### src/shared/i2m_pkg.sv
// shared constants, register map and state types of the two-wire master time-out block
package i2m_pkg;

    // register byte offsets
    localparam logic [5:0] OFS_CTRL_A      = 6'h00;
    localparam logic [5:0] OFS_CTRL_B      = 6'h04;
    localparam logic [5:0] OFS_BIT_RATE    = 6'h0C;
    localparam logic [5:0] OFS_IRQ_EN_CLR  = 6'h14;
    localparam logic [5:0] OFS_IRQ_EN_SET  = 6'h16;
    localparam logic [5:0] OFS_IRQ_FLAGS   = 6'h18;
    localparam logic [5:0] OFS_BUS_STATUS  = 6'h1A;
    localparam logic [5:0] OFS_SYNC_PEND   = 6'h1C;
    localparam logic [5:0] OFS_TARGET_ADDR = 6'h24;
    localparam logic [5:0] OFS_XFER_BYTE   = 6'h28;
    localparam logic [5:0] OFS_DEBUG_CTRL  = 6'h30;

    // access sizes
    localparam logic [1:0] SZ_BYTE = 2'h0;
    localparam logic [1:0] SZ_HALF = 2'h1;
    localparam logic [1:0] SZ_WORD = 2'h2;

    // field positions
    localparam int CA_SWRST      = 0;
    localparam int CA_ENABLE     = 1;
    localparam int CA_IDLE_TO    = 28;
    localparam int CA_LOW_TO_EN  = 30;
    localparam int CB_CMD        = 16;
    localparam int FL_MASTER_BUS = 0;
    localparam int FL_SLAVE_BUS  = 1;
    localparam int FL_ERROR      = 7;
    localparam int ST_BUS_FAULT  = 0;
    localparam int ST_BUS_STATE  = 4;
    localparam int ST_LOW_TO     = 6;
    localparam int ST_CLK_HOLD   = 7;

    // writable masks and stop command code
    localparam logic [31:0] CA_WMASK     = 32'h7BF1009C;
    localparam logic [31:0] CB_WMASK     = 32'h00000300;
    localparam logic [31:0] CB_ACK_MASK  = 32'h00040000;
    localparam logic [31:0] TA_WMASK     = 32'h00FFE7FF;
    localparam logic [7:0]  IRQ_MASK     = 8'h83;
    localparam logic [15:0] ST_W1C_MASK  = 16'h0747;
    localparam logic [7:0]  DBG_WMASK    = 8'h01;
    localparam logic [1:0]  CMD_STOP     = 2'h3;

    // bus state field encoding
    localparam logic [1:0] BS_IDLE  = 2'h1;
    localparam logic [1:0] BS_OWNER = 2'h2;
    localparam logic [1:0] BS_BUSY  = 2'h3;

    // timing
    localparam int CLK_PERIOD_NS = 25;
    localparam int LOW_TO_MIN_MS = 25;
    localparam int LOW_TO_CYC    = (LOW_TO_MIN_MS * 1000000 + CLK_PERIOD_NS - 1) / CLK_PERIOD_NS;
    localparam int BUS_RATE_KHZ  = 100;
    localparam int SCL_PERIOD_NS = 1000000 / BUS_RATE_KHZ;
    localparam int IDLE_TO1_SCL  = 5;
    localparam int IDLE_TO2_SCL  = 10;
    localparam int IDLE_TO3_SCL  = 20;
    localparam int IDLE_TO1_CYC  = IDLE_TO1_SCL * SCL_PERIOD_NS / CLK_PERIOD_NS;
    localparam int IDLE_TO2_CYC  = IDLE_TO2_SCL * SCL_PERIOD_NS / CLK_PERIOD_NS;
    localparam int IDLE_TO3_CYC  = IDLE_TO3_SCL * SCL_PERIOD_NS / CLK_PERIOD_NS;
    localparam int STOP_HALF_CYC = SCL_PERIOD_NS / 2 / CLK_PERIOD_NS;
    localparam int SYNC_CYC      = 3;
    localparam int LOW_CNT_W     = 20;
    localparam int IDLE_CNT_W    = 13;
    localparam int STOP_CNT_W    = 8;

    typedef enum logic [1:0] {STP_IDLE, STP_SETUP, STP_SCL_UP, STP_SDA_UP} i2m_stop_t;

    typedef struct packed {
        logic        wr;
        logic        rd;
        logic [5:0]  addr;
        logic [1:0]  size;
        logic [31:0] wdata;
    } i2m_req_t;

    typedef struct packed {
        logic s1;
        logic s2;
        logic s3;
        logic f;
    } i2m_pin_t;

    typedef struct packed {
        logic [31:0]           ctrl_a;
        logic [31:0]           ctrl_b;
        logic [31:0]           bit_rate;
        logic [7:0]            irq_en;
        logic [7:0]            flags;
        logic [15:0]           status;
        logic [7:0]            xfer_byte;
        logic [31:0]           tgt_addr;
        logic [7:0]            dbg;
        logic                  sync_swrst;
        logic                  sync_en;
        logic [1:0]            sync_cnt;
        logic                  en_core;
        i2m_pin_t              scl;
        i2m_pin_t              sda;
        logic [LOW_CNT_W-1:0]  low_cnt;
        logic [IDLE_CNT_W-1:0] idle_cnt;
        i2m_stop_t             stp;
        logic [STOP_CNT_W-1:0] stp_cnt;
        logic                  last_rd;
        logic [31:0]           rdata;
        logic                  err;
    } i2m_state_t;

endpackage

### src/rtl/i2m_master_timeout.sv
// register file and bus time-out control of the two-wire master
`timescale 1ns/1ps

// Behaviour
// - registers are 8, 16 or 32 bits; 8/16/32-bit accesses are atomic
// - each byte and halfword of a register is addressable on its own
// - guarded registers ignore writes while the access guard is locked
// - marked registers pass through a synchronizer before taking effect
// - enable-protected registers take writes only while the peripheral is disabled
// - control_a bit 30 enables the SCL low time-out
// - SCL low 25-35 ms: release own clock hold and finish the transaction
// - after an SCL low time-out a stop condition is sent automatically
// - on low time-out master/slave bus flag sets as usual, clock hold released
// - on low time-out set low time-out and bus fault status bits
// - idle time-out field 29:28 forces bus state idle after inactive period
// - bus counts as inactive while SCL is held low by anyone
// - idle time-out periods assume a 100 kHz bus rate
// - low time-out enable and idle time-out field act without sync delay
// - idle field: 0 off, 1 about 5-6, 2 about 10-11, 3 about 20-21 SCL cycles
module i2m_master_timeout import i2m_pkg::*; #(
    parameter int LOW_TO_CYCLES   = LOW_TO_CYC,   // scl low time-out in cycles
    parameter int IDLE_TO3_CYCLES = IDLE_TO3_CYC  // longest idle time-out in cycles
) (
    input  wire logic        clk_sys,     // core clock
    input  wire logic        rst_b,       // synchronous reset, active low
    input  wire i2m_req_t    req,         // register access request
    input  wire logic        guard_lock,  // access guard locks this peripheral
    input  wire logic        xfer_done,   // byte engine finished a byte
    input  wire logic        xfer_read,   // that byte was a read
    output logic [31:0]      rdata,       // read data, one cycle after rd
    output logic             err,         // refused or unmapped access
    input  wire logic        scl_i,       // scl pin level
    output logic             scl_o,       // scl output level
    output logic             scl_drv_b,   // low while scl is pulled low
    input  wire logic        sda_i,       // sda pin level
    output logic             sda_o,       // sda output level
    output logic             sda_drv_b    // low while sda is pulled low
);

    localparam logic [3:0] W_CA  = OFS_CTRL_A[5:2];
    localparam logic [3:0] W_CB  = OFS_CTRL_B[5:2];
    localparam logic [3:0] W_BR  = OFS_BIT_RATE[5:2];
    localparam logic [3:0] W_IE  = OFS_IRQ_EN_CLR[5:2];
    localparam logic [3:0] W_FL  = OFS_IRQ_FLAGS[5:2];
    localparam logic [3:0] W_SP  = OFS_SYNC_PEND[5:2];
    localparam logic [3:0] W_TA  = OFS_TARGET_ADDR[5:2];
    localparam logic [3:0] W_XB  = OFS_XFER_BYTE[5:2];
    localparam logic [3:0] W_DBG = OFS_DEBUG_CTRL[5:2];
    localparam logic [LOW_CNT_W-1:0] LOW_LIM = LOW_CNT_W'(LOW_TO_CYCLES);

    i2m_state_t            s;
    i2m_state_t            next_s;
    logic [4:0]            sh;
    logic                  aligned;
    logic [3:0]            be;
    logic [31:0]           m;
    logic [31:0]           wd;
    logic [3:0]            word;
    logic                  mapped;
    logic [31:0]           rv;
    logic [31:0]           sz_mask;
    logic                  guarded;
    logic                  en_prot;
    logic                  scl_hi;
    logic                  sda_agree;
    logic                  start_det;
    logic                  stop_det;
    logic                  low_evt;
    logic                  idle_evt;
    logic [IDLE_CNT_W-1:0] idle_lim;

    // three-stage pin filter: the level moves once stages two and three agree
    function automatic i2m_pin_t pin_step(input i2m_pin_t p, input logic d);
        i2m_pin_t r;
        r    = p;
        r.s1 = d;
        r.s2 = p.s1;
        r.s3 = p.s2;
        r.f  = (p.s2 == p.s3) ? p.s3 : p.f;
        return r;
    endfunction

    // byte lanes from size and low address bits; misaligned accesses get no lanes
    assign sh      = {req.addr[1:0], 3'b000};
    assign aligned = (req.size == SZ_BYTE) || (req.size == SZ_HALF && !req.addr[0])
                     || (req.size == SZ_WORD && req.addr[1:0] == 2'h0);
    assign be      = !aligned ? 4'h0 :
                     4'((req.size == SZ_BYTE ? 4'h1 : req.size == SZ_HALF ? 4'h3 : 4'hF)
                        << req.addr[1:0]);
    assign sz_mask = req.size == SZ_BYTE ? 32'h000000FF :
                     req.size == SZ_HALF ? 32'h0000FFFF : 32'hFFFFFFFF;
    assign wd      = req.wdata << sh;
    assign word    = req.addr[5:2];

    for (genvar i = 0; i < 4; i++) begin : g_lane
        assign m[8*i +: 8] = {8{be[i]}};
    end

    assign guarded = (word == W_CA) || (word == W_CB) || (word == W_BR) || (word == W_IE)
                     || (word == W_TA) || (word == W_DBG);
    assign en_prot = s.ctrl_a[CA_ENABLE] | s.en_core;

    always_comb begin
        mapped = 1'b1;
        case (word)
            W_CA:    rv = s.ctrl_a;
            W_CB:    rv = s.ctrl_b;
            W_BR:    rv = s.bit_rate;
            W_IE:    rv = {8'h00, s.irq_en, 8'h00, s.irq_en};
            W_FL:    rv = {s.status, 8'h00, s.flags};
            W_SP:    rv = {30'h0, s.sync_en, s.sync_swrst};
            W_TA:    rv = s.tgt_addr;
            W_XB:    rv = {24'h0, s.xfer_byte};
            W_DBG:   rv = {24'h0, s.dbg};
            default: begin
                mapped = 1'b0;
                rv     = 32'h0;
            end
        endcase
        // during a software reset registers read as reset, only the reset flags show it
        if (s.sync_swrst && word != W_DBG && word != W_SP) begin
            rv = (word == W_CA) ? (32'h1 << CA_SWRST) : 32'h0;
        end
    end

    always_comb begin
        case (s.ctrl_a[CA_IDLE_TO +: 2])
            2'h1:    idle_lim = IDLE_CNT_W'(IDLE_TO1_CYC);
            2'h2:    idle_lim = IDLE_CNT_W'(IDLE_TO2_CYC);
            default: idle_lim = IDLE_CNT_W'(IDLE_TO3_CYCLES);
        endcase
    end

    // enable and field are read straight from control_a, not from the synced copy
    assign scl_hi    = s.scl.f;
    assign sda_agree = (s.sda.s2 == s.sda.s3) && (s.sda.s3 != s.sda.f);
    assign start_det = scl_hi && sda_agree && !s.sda.s3;
    assign stop_det  = scl_hi && sda_agree && s.sda.s3;
    assign low_evt   = s.en_core && s.ctrl_a[CA_LOW_TO_EN] && !scl_hi
                       && s.low_cnt == LOW_LIM - 1'b1;
    assign idle_evt  = s.en_core && s.ctrl_a[CA_IDLE_TO +: 2] != 2'h0 && !scl_hi
                       && s.idle_cnt == idle_lim - 1'b1;

    always_comb begin
        next_s     = s;
        next_s.err = 1'b0;
        next_s.scl = pin_step(s.scl, scl_i);
        next_s.sda = pin_step(s.sda, sda_i);

        // enable and reset requests settle after a fixed sync delay
        if (s.sync_en || s.sync_swrst) begin
            next_s.sync_cnt = s.sync_cnt + 2'h1;
            if (s.sync_cnt == 2'(SYNC_CYC - 1)) begin
                next_s.sync_cnt = 2'h0;
                next_s.sync_en  = 1'b0;
                next_s.en_core  = s.ctrl_a[CA_ENABLE];
            end
        end

        // register writes come first so that hardware sets below win over clears
        if (req.wr) begin
            if (!aligned || !mapped || s.sync_swrst || (guarded && guard_lock)) begin
                next_s.err = 1'b1;
            end else begin
                case (word)
                    W_CA: begin
                        if (m[CA_SWRST] && wd[CA_SWRST]) begin
                            // reset wins: the rest of this write is dropped
                            next_s.ctrl_a[CA_SWRST] = 1'b1;
                            next_s.sync_swrst       = 1'b1;
                            next_s.sync_cnt         = 2'h0;
                        end else begin
                            if (m[CA_ENABLE]) begin
                                next_s.ctrl_a[CA_ENABLE] = wd[CA_ENABLE];
                                next_s.sync_en           = 1'b1;
                                next_s.sync_cnt          = 2'h0;
                            end
                            if (!en_prot) begin
                                next_s.ctrl_a = (next_s.ctrl_a & ~(m & CA_WMASK))
                                                | (wd & m & CA_WMASK);
                            end
                        end
                    end
                    W_CB: begin
                        next_s.ctrl_b = (s.ctrl_b & ~(m & CB_ACK_MASK)) | (wd & m & CB_ACK_MASK);
                        if (!en_prot) begin
                            next_s.ctrl_b = (next_s.ctrl_b & ~(m & CB_WMASK))
                                            | (wd & m & CB_WMASK);
                        end
                        if (m[CB_CMD] && wd[CB_CMD +: 2] == CMD_STOP && s.en_core) begin
                            next_s.status[ST_CLK_HOLD] = 1'b0;
                            next_s.stp                 = STP_SETUP;
                            next_s.stp_cnt             = '0;
                        end
                    end
                    W_BR: begin
                        if (!en_prot) begin
                            next_s.bit_rate = (s.bit_rate & ~m) | (wd & m);
                        end
                    end
                    W_IE: begin
                        next_s.irq_en = (s.irq_en & ~(wd[7:0] & m[7:0] & IRQ_MASK))
                                        | (wd[23:16] & m[23:16] & IRQ_MASK);
                    end
                    W_FL: begin
                        next_s.flags  = s.flags & ~(wd[7:0] & m[7:0] & IRQ_MASK);
                        next_s.status = s.status & ~(wd[31:16] & m[31:16] & ST_W1C_MASK);
                    end
                    W_TA: next_s.tgt_addr = (s.tgt_addr & ~(m & TA_WMASK)) | (wd & m & TA_WMASK);
                    W_XB: begin
                        if (m[0]) begin
                            next_s.xfer_byte = wd[7:0];
                        end
                    end
                    W_DBG: next_s.dbg = (s.dbg & ~(m[7:0] & DBG_WMASK)) | (wd[7:0] & m[7:0] & DBG_WMASK);
                    default: ;
                endcase
            end
        end
        if (req.rd) begin
            next_s.rdata = (aligned && mapped) ? ((rv >> sh) & sz_mask) : 32'h0;
            next_s.err   = !(aligned && mapped);
        end
        // touching the data byte hands the bus back to the byte engine
        if ((req.wr || req.rd) && aligned && word == W_XB && !s.sync_swrst) begin
            next_s.status[ST_CLK_HOLD]  = 1'b0;
            next_s.flags[FL_MASTER_BUS] = 1'b0;
            next_s.flags[FL_SLAVE_BUS]  = 1'b0;
        end

        // bus state tracking from the filtered pins and from bytes finished by the byte engine
        if (s.en_core && start_det) begin
            next_s.status[ST_BUS_STATE +: 2] = BS_BUSY;
        end
        if (s.en_core && stop_det) begin
            next_s.status[ST_BUS_STATE +: 2] = BS_IDLE;
        end
        if (xfer_done && s.en_core) begin
            next_s.last_rd                   = xfer_read;
            next_s.status[ST_CLK_HOLD]       = 1'b1;
            next_s.status[ST_BUS_STATE +: 2] = BS_OWNER;
            next_s.flags[xfer_read ? FL_SLAVE_BUS : FL_MASTER_BUS] = 1'b1;
        end

        // time-out counters only measure one unbroken low period
        if (!s.en_core || !s.ctrl_a[CA_LOW_TO_EN] || scl_hi) begin
            next_s.low_cnt = '0;
        end else if (s.low_cnt != LOW_LIM) begin
            next_s.low_cnt = s.low_cnt + 1'b1;
        end
        if (!s.en_core || s.ctrl_a[CA_IDLE_TO +: 2] == 2'h0 || scl_hi) begin
            next_s.idle_cnt = '0;
        end else if (s.idle_cnt != idle_lim) begin
            next_s.idle_cnt = s.idle_cnt + 1'b1;
        end
        if (idle_evt) begin
            next_s.status[ST_BUS_STATE +: 2] = BS_IDLE;
        end
        if (low_evt) begin
            next_s.status[ST_CLK_HOLD]  = 1'b0;
            next_s.flags[s.last_rd ? FL_SLAVE_BUS : FL_MASTER_BUS] = 1'b1;
            next_s.flags[FL_ERROR]      = 1'b1;
            next_s.status[ST_LOW_TO]    = 1'b1;
            next_s.status[ST_BUS_FAULT] = 1'b1;
            next_s.stp                  = STP_SETUP;
            next_s.stp_cnt              = '0;
        end

        // stop: scl low with sda low, then scl up, then sda up
        if (s.stp != STP_IDLE && !low_evt) begin
            next_s.stp_cnt = s.stp_cnt + 1'b1;
            if (s.stp_cnt == STOP_CNT_W'(STOP_HALF_CYC - 1)) begin
                next_s.stp_cnt = '0;
                case (s.stp)
                    STP_SETUP:  next_s.stp = STP_SCL_UP;
                    STP_SCL_UP: next_s.stp = STP_SDA_UP;
                    STP_SDA_UP: begin
                        next_s.stp                       = STP_IDLE;
                        next_s.status[ST_BUS_STATE +: 2] = BS_IDLE;
                    end
                    default:    next_s.stp = STP_IDLE;
                endcase
            end
        end

        if (s.sync_swrst && s.sync_cnt == 2'(SYNC_CYC - 1)) begin
            next_s     = '0;
            next_s.dbg = s.dbg;
            next_s.scl = pin_step(s.scl, scl_i);
            next_s.sda = pin_step(s.sda, sda_i);
        end
    end

    always_ff @(posedge clk_sys) begin
        if (!rst_b) begin
            s <= '0;
        end else begin
            s <= next_s;
        end
    end

    assign rdata     = s.rdata;
    assign err       = s.err;
    assign scl_o     = 1'b0;
    assign sda_o     = 1'b0;
    assign scl_drv_b = !(s.status[ST_CLK_HOLD] || s.stp == STP_SETUP);
    assign sda_drv_b = !(s.stp == STP_SETUP || s.stp == STP_SCL_UP);

    wire err_cond_w = !aligned || s.sync_swrst || guard_lock;
endmodule // i2m_master_timeout

### config.mk
export PLATFORM = sky130hd
export DESIGN_NAME = i2m_master_timeout
export DESIGN_NICKNAME = d
export VERILOG_FILES = /design/src/shared/i2m_pkg.sv /design/src/rtl/i2m_master_timeout.sv
export SDC_FILE = /design/constraint.sdc
export NUM_CORES = 1
export LEC_CHECK = 0
export BUFFER_PORTS_ARGS = -buffer_cell sky130_fd_sc_hd__buf_4
export CAP_MARGIN = 40
export CORE_MARGIN = 2
export CORE_UTILIZATION = 60
export CTS_CLUSTER_DIAMETER = 150
export CTS_CLUSTER_SIZE = 14
export DETAILED_ROUTE_END_ITERATION = 6
export PLACE_DENSITY = 0.8
export SLEW_MARGIN = 10
export SYNTH_ARGS = -nofsm -noshare
export SYNTH_HDL_FRONTEND = slang
export SYNTH_SLANG_ARGS = --single-unit
### constraint.sdc
create_clock -name clk_sys -period 2.9 [get_ports clk_sys]
set_input_delay 0.29 -clock clk_sys [delete_from_list [all_inputs] [get_ports clk_sys]]
set_output_delay 0.29 -clock clk_sys [all_outputs]
set_load 0.02 [all_outputs]
==> results of run 1 <==
==> metal layers <==
layer  vias to the layer above  track usage [%]  part of all wire, %
li1                       4198                -                    -
met1                      4208             42.1                   42
met2                       475             47.5                   44
met3                        85             7.91                   11
met4                         0             14.5                  3.7
met5                         -                0                    0
==> cell type report <==
type / instances / area [sq um] / share of cell area, %
clock inverter: 12 / 95.1 / 0.876
multi-input combinational: 840 / 5260 / 48.4
sequential: 189 / 3780 / 34.9
timing repair buffer: 117 / 903 / 8.32
tap: 216 / 270 / 2.49
clock buffer: 20 / 447 / 4.12
inverter: 26 / 97.6 / 0.899
==> power by group through the flow <==
stage | logic (mW) | registers, mW | clock network (mW)
floorplan | 0.269 | 2.67 | 0
global placement | 0.422 | 2.67 | 0
detailed placement | 0.424 | 2.67 | 0
CTS | 0.428 | 2.61 | 2.19
global route | 0.466 | 2.61 | 2.29
finish | 0.442 | 2.61 | 2.18
==> kinds of logic (layout without fill, tap and decap cells) <==
kind of cell,Yosys count,after routing,synth area share (%)
flops,189,189,38.9
compound gates,288,288,20.0
buf+inv,138,175,7.21
fa+ha+maj,13,13,1.67
simple gates,453,453,23.8
xor+xnor,33,33,2.97
mux,51,51,5.34
other cells,1,2,0.0386
==> cell usage after synthesis (all sizes together), types with 22 or more instances <==
library cell,n
dfxtp,189
nand2,123
nor2,108
buf,73
o21ai,68
nand3,64
a21oi,59
mux2i,44
clkbuf,39
a211oi,30
inv,26
xor2,24
nor3,22
==> placed cells by master (no fill, tap or decap), drive strengths merged, types with 13 or more instances in the layout <==
cell type and n:
buf 117, o211ai 18, nor3 22, o21ai 68, nand2b 16, and3 16, a211oi 30, nand3 64
ha 13, clkbuf 20, nor2b 15, nand2 123, mux2i 44, nor2 108, inv 26, a22oi 18
a21oi 59, dfxtp 189, a22o 15, xor2 24
==> worst paths after layout <==
path / to / slack, ps / cells after the start
setup / recovery: s[45]$_SDFFE_PP0P_ / 610 / 7
hold / removal: s[84]$_SDFF_PN0_ / 50 / 2
setup reg to reg: s[45]$_SDFFE_PP0P_ / 610 / 7
hold reg to reg: s[79]$_SDFF_PN0_ / 440 / 1
==> metrics by stage <==
step                      utilization (%)  worst slack, ps
after floorplan                         -              730
after global placement               64.9              453
after detailed placement             64.9              377
after CTS                            68.3              577
after global routing                 68.3              400
final                                68.3              614
==> worst max-delay path, cell delays in order, from the launching register on <==
cell      delay [ps]
dfxtp_1          440
inv_1            100
ha_1             350
nor3b_1          190
o211ai_1         140
nor4_1           650
mux2i_1          270
nor2_1            50
==> results.toml, run 1 <==
[floorplanning]
fp.dieArea_sq_um = 17200
die_w_microns = 131
die_h_microns = 131
io_pins = 86
start_util_pct = 61.2
row_count = 46
core_sq_um = 15900

[grt]
grt_antenna_before_repair = 0
grt_pass1_wl_microns = 43200
gr-total-overflow = 0
grt_max_degree = 98
grtUsageTotal_pct = 31.4
grt_pass1_vias = 8221

[run_status]
violations = "design-rule violations"
status = "complete, but fails checks"

[cells_and_area]
drive_above_1_share_pct = 15.3
design_area_sq_um = 10900
finalNetCount = 1253
area_delta_synth_final_pct = 11.6
finalNonFillerCells = 1420
n_antenna_cell = 0
num-fill-cells = 1342

[clock_network]
clock_latency_ps = 450
cts_hold_buffers = 0
ctsResizeCount = 0
htreeDepth = 4
clk_pin_slew_ps = 70
post-cts-setup-buffers = 0
cts_buffer_depth = 2
cts_buffers = 17
cts-root-buf = "clkbuf_16"
cts_tree = "built"
clock-sinks = 189

[routing]
final_antenna_net_count = 0
routed-via-count = 8966
vias_per_cell = 6.31
drc_errors = 1
dr.pass1.iters = 7
avgRoutedWirePerCell_microns = 19.3
wl_microns = 27400
first_iter_violations = 1069

[place]
placed_area_sq_um = 10300
dp_cells = 1388
finalWeightedCongestion = 0.993
dpl.hpwl_microns = 19500
io_buffers = 83

[power_and_ir_drop]
p_switching_mw = 1.36
total_power_mw = 5.23
p_int_mw = 3.87
netSwitchingFraction_pct = 25.9
vdd_drop_max_mv = 0.443
clkPwrFrac_pct = 41.7
p_seq_share_pct = 49.8
combPwrFrac_pct = 8.4
leakage_nw = 3.83
p_per_area_nw_per_um2 = 482

[setup_path]
end_kind = "flip-flop"
cp_max_fo = 5
cp.required_ps = 3240
arrival_ps = 2620
worstSetupPathType = "flip-flop to flip-flop"
start_kind = "flip-flop"

[timing]
setup_tns_ps = 0
tightest_slew_ps = 767
finalSetupViolations = 0
fin_crit_sh_pct = 78.8
hold_viol = 0
hold_slack_ps = 51.1
min_period_ps = 2290
drv_slew = 0
relSlewSlack_pct = 48.9
rsz0062_at_grt = "false"
fin_skew_ps = 9.37
max_freq_mhz = 437

[logic_synthesis]
synthCells = 1166
ys_warn_count = 0
synth_edf_count = 0
yosysTopAreaCellShare_pct = 38.9
yosys-top-cells-area = "dfxtp_1 39%, nand2_1 4.7%, mux2i_1 4.5%, nor2_1 4.1%, nand3_1 3.3%"
synthDistinctLibCells = 80
synth_area_sq_um = 9720
ys_ff_latch = 189
yosysTopAreaCell = "dfxtp_1"
post_synth.cell_area_avg_sq_um = 8.34
synth_top_flop_cell = "dfxtp_1"
ys_seq_area_share_pct = 38.9
ys_async_sr_fraction_pct = 0

[worst_hold_path]
hold_start = "scl_i"
hp-class = "input port to flip-flop"

[job]
drv_cap = 0
Power figures use the tool's default switching activity.
==> inputs of run 2 (changes only) <==
==> constraint.sdc (replaced) <==
create_clock -name clk_sys -period 2.4 [get_ports clk_sys]
set_input_delay 0.24 -clock clk_sys [delete_from_list [all_inputs] [get_ports clk_sys]]
set_output_delay 0.24 -clock clk_sys [all_outputs]
set_load 0.02 [all_outputs]
==> run 2 against run 1 <==
The run now ends clean; final cell count grew 3.0%; maximum frequency is 4.3% higher; clock skew shrank 3.2 ps; design area up 3.7%; critical path depth rose by 1; via count up 1.3%; total power grew 27%; routed wire length is 2.6% higher; clock-buffer cell count stayed put; critical path type unchanged.
==> results.toml, run 2 (same netlist as run 1, synthesis figures left out) <==
[run_status]
status = "completed"

[setup_path]
arrival_ps = 2500
path_cells = "buf_4, nor2_1, a32oi_1, o2111a_1, buf_4, nor2_1, nand3_1, o211ai_1"
crit_slowest_cell = "dfxtp_1"
cp.required_ps = 2710
cpLargestDelayFamily = "compound AO/OA/AOI/OAI gates"
cpPeakStageDelay_ps = 500
worstSetupPathType = "flip-flop to flip-flop"
end_kind = "flip-flop"
cp_max_fo = 20
cp_num_buf_inv = 2
start_kind = "flip-flop"

[timing]
hold_viol = 0
drv_slew = 0
setup_slack_ps = 207
fin_crit_sh_pct = 91.4
rsz0062_at_grt = "false"
finalSetupViolations = 0
tightest_slew_ps = 682
fin_skew_ps = 6.17
min_period_ps = 2190
relSlewSlack_pct = 54.3
hold_slack_ps = 11.2
max_freq_mhz = 456
setup_tns_ps = 0

[clock_network]
clock_latency_ps = 440
clk_pin_slew_ps = 70
cts_buffers = 17
cts_tree = "built"
clock-sinks = 189
cts_hold_buffers = 0
ctsResizeCount = 0
cts_buffer_depth = 2
post-cts-setup-buffers = 0
htreeDepth = 4
cts-root-buf = "clkbuf_16"

[floorplanning]
core_sq_um = 15900
io_pins = 86
row_count = 46
die_w_microns = 131
start_util_pct = 61.2
fp.dieArea_sq_um = 17200
die_h_microns = 131

[grt]
grt_pass1_wl_microns = 44700
grtUsageTotal_pct = 32.2
grt_max_degree = 98
gr-total-overflow = 0
grt_pass1_vias = 8462
grt_antenna_before_repair = 0

[cells_and_area]
finalNetCount = 1296
layout_commonest_cell = "dfxtp_1"
drive_above_1_share_pct = 18.4
n_antenna_cell = 0
num-fill-cells = 1277
finalNonFillerCells = 1463
area_delta_synth_final_pct = 15.8
utilization_pct = 70.9
most-common-layout-cells = "189 x dfxtp_1, 156 x buf_4, 122 x nand2_1"
design_area_sq_um = 11300

[power_and_ir_drop]
leakage_nw = 4.08
total_power_mw = 6.64
p_per_area_nw_per_um2 = 589
vdd_drop_max_mv = 0.541

[worst_hold_path]
hp-class = "input port to flip-flop"

[routing]
avgRoutedWirePerCell_microns = 19.2
drc_errors = 0
dr.pass1.iters = 7
wl_microns = 28200
final_antenna_net_count = 0
first_iter_violations = 1107
vias_per_cell = 6.21
routed-via-count = 9082

[place]
finalWeightedCongestion = 0.996
dp_cells = 1431
dpl.hpwl_microns = 20100
io_buffers = 83
placed_area_sq_um = 10600
pre_cts_slack_ps = 30.6

[job]
drv_cap = 0
## run 2: worst paths after layout
kind,from,slack [ps],end,cells past startpoint
worst max-delay path,s[89]$_SDFFE_PP0P_,210,rdata[13]$_SDFFE_PP0P_,8
worst min-delay path,scl_i,10,s[84]$_SDFF_PN0_,2
worst max register to register,s[89]$_SDFFE_PP0P_,210,rdata[13]$_SDFFE_PP0P_,8
worst min register to register,s[80]$_SDFF_PN0_,440,s[79]$_SDFF_PN0_,1
## run 2: report_power, final
group	total (mW)	switching, mW	internal [mW]
Clock	2.91	1.29	1.62
Sequential	3.15	0.00540	3.14
Combinational	0.580	0.369	0.211
## run 2: final cells by class
| class | instances | area, sq um | area share [%] |
|---|---|---|---|
| clock inverter | 12 | 149 | 1.32 |
| timing repair buffer | 160 | 1240 | 11.0 |
| tap | 216 | 270 | 2.40 |
| sequential | 189 | 3780 | 33.6 |
| multi-input combinational | 840 | 5260 | 46.8 |
| inverter | 26 | 97.6 | 0.867 |
| clock buffer | 20 | 457 | 4.06 |
## run 2: per-layer routing
layer / wire length, microns / global-route usage (%) / vias to the layer above / share of wire (%)
met5: 0 / 0 / - / 0
met4: 1210 / 15.0 / 0 / 4.3
met3: 2580 / 6.64 / 94 / 9.1
met2: 12400 / 49.4 / 465 / 44
met1: 11900 / 43.6 / 4240 / 42
li1: - / - / 4283 / -
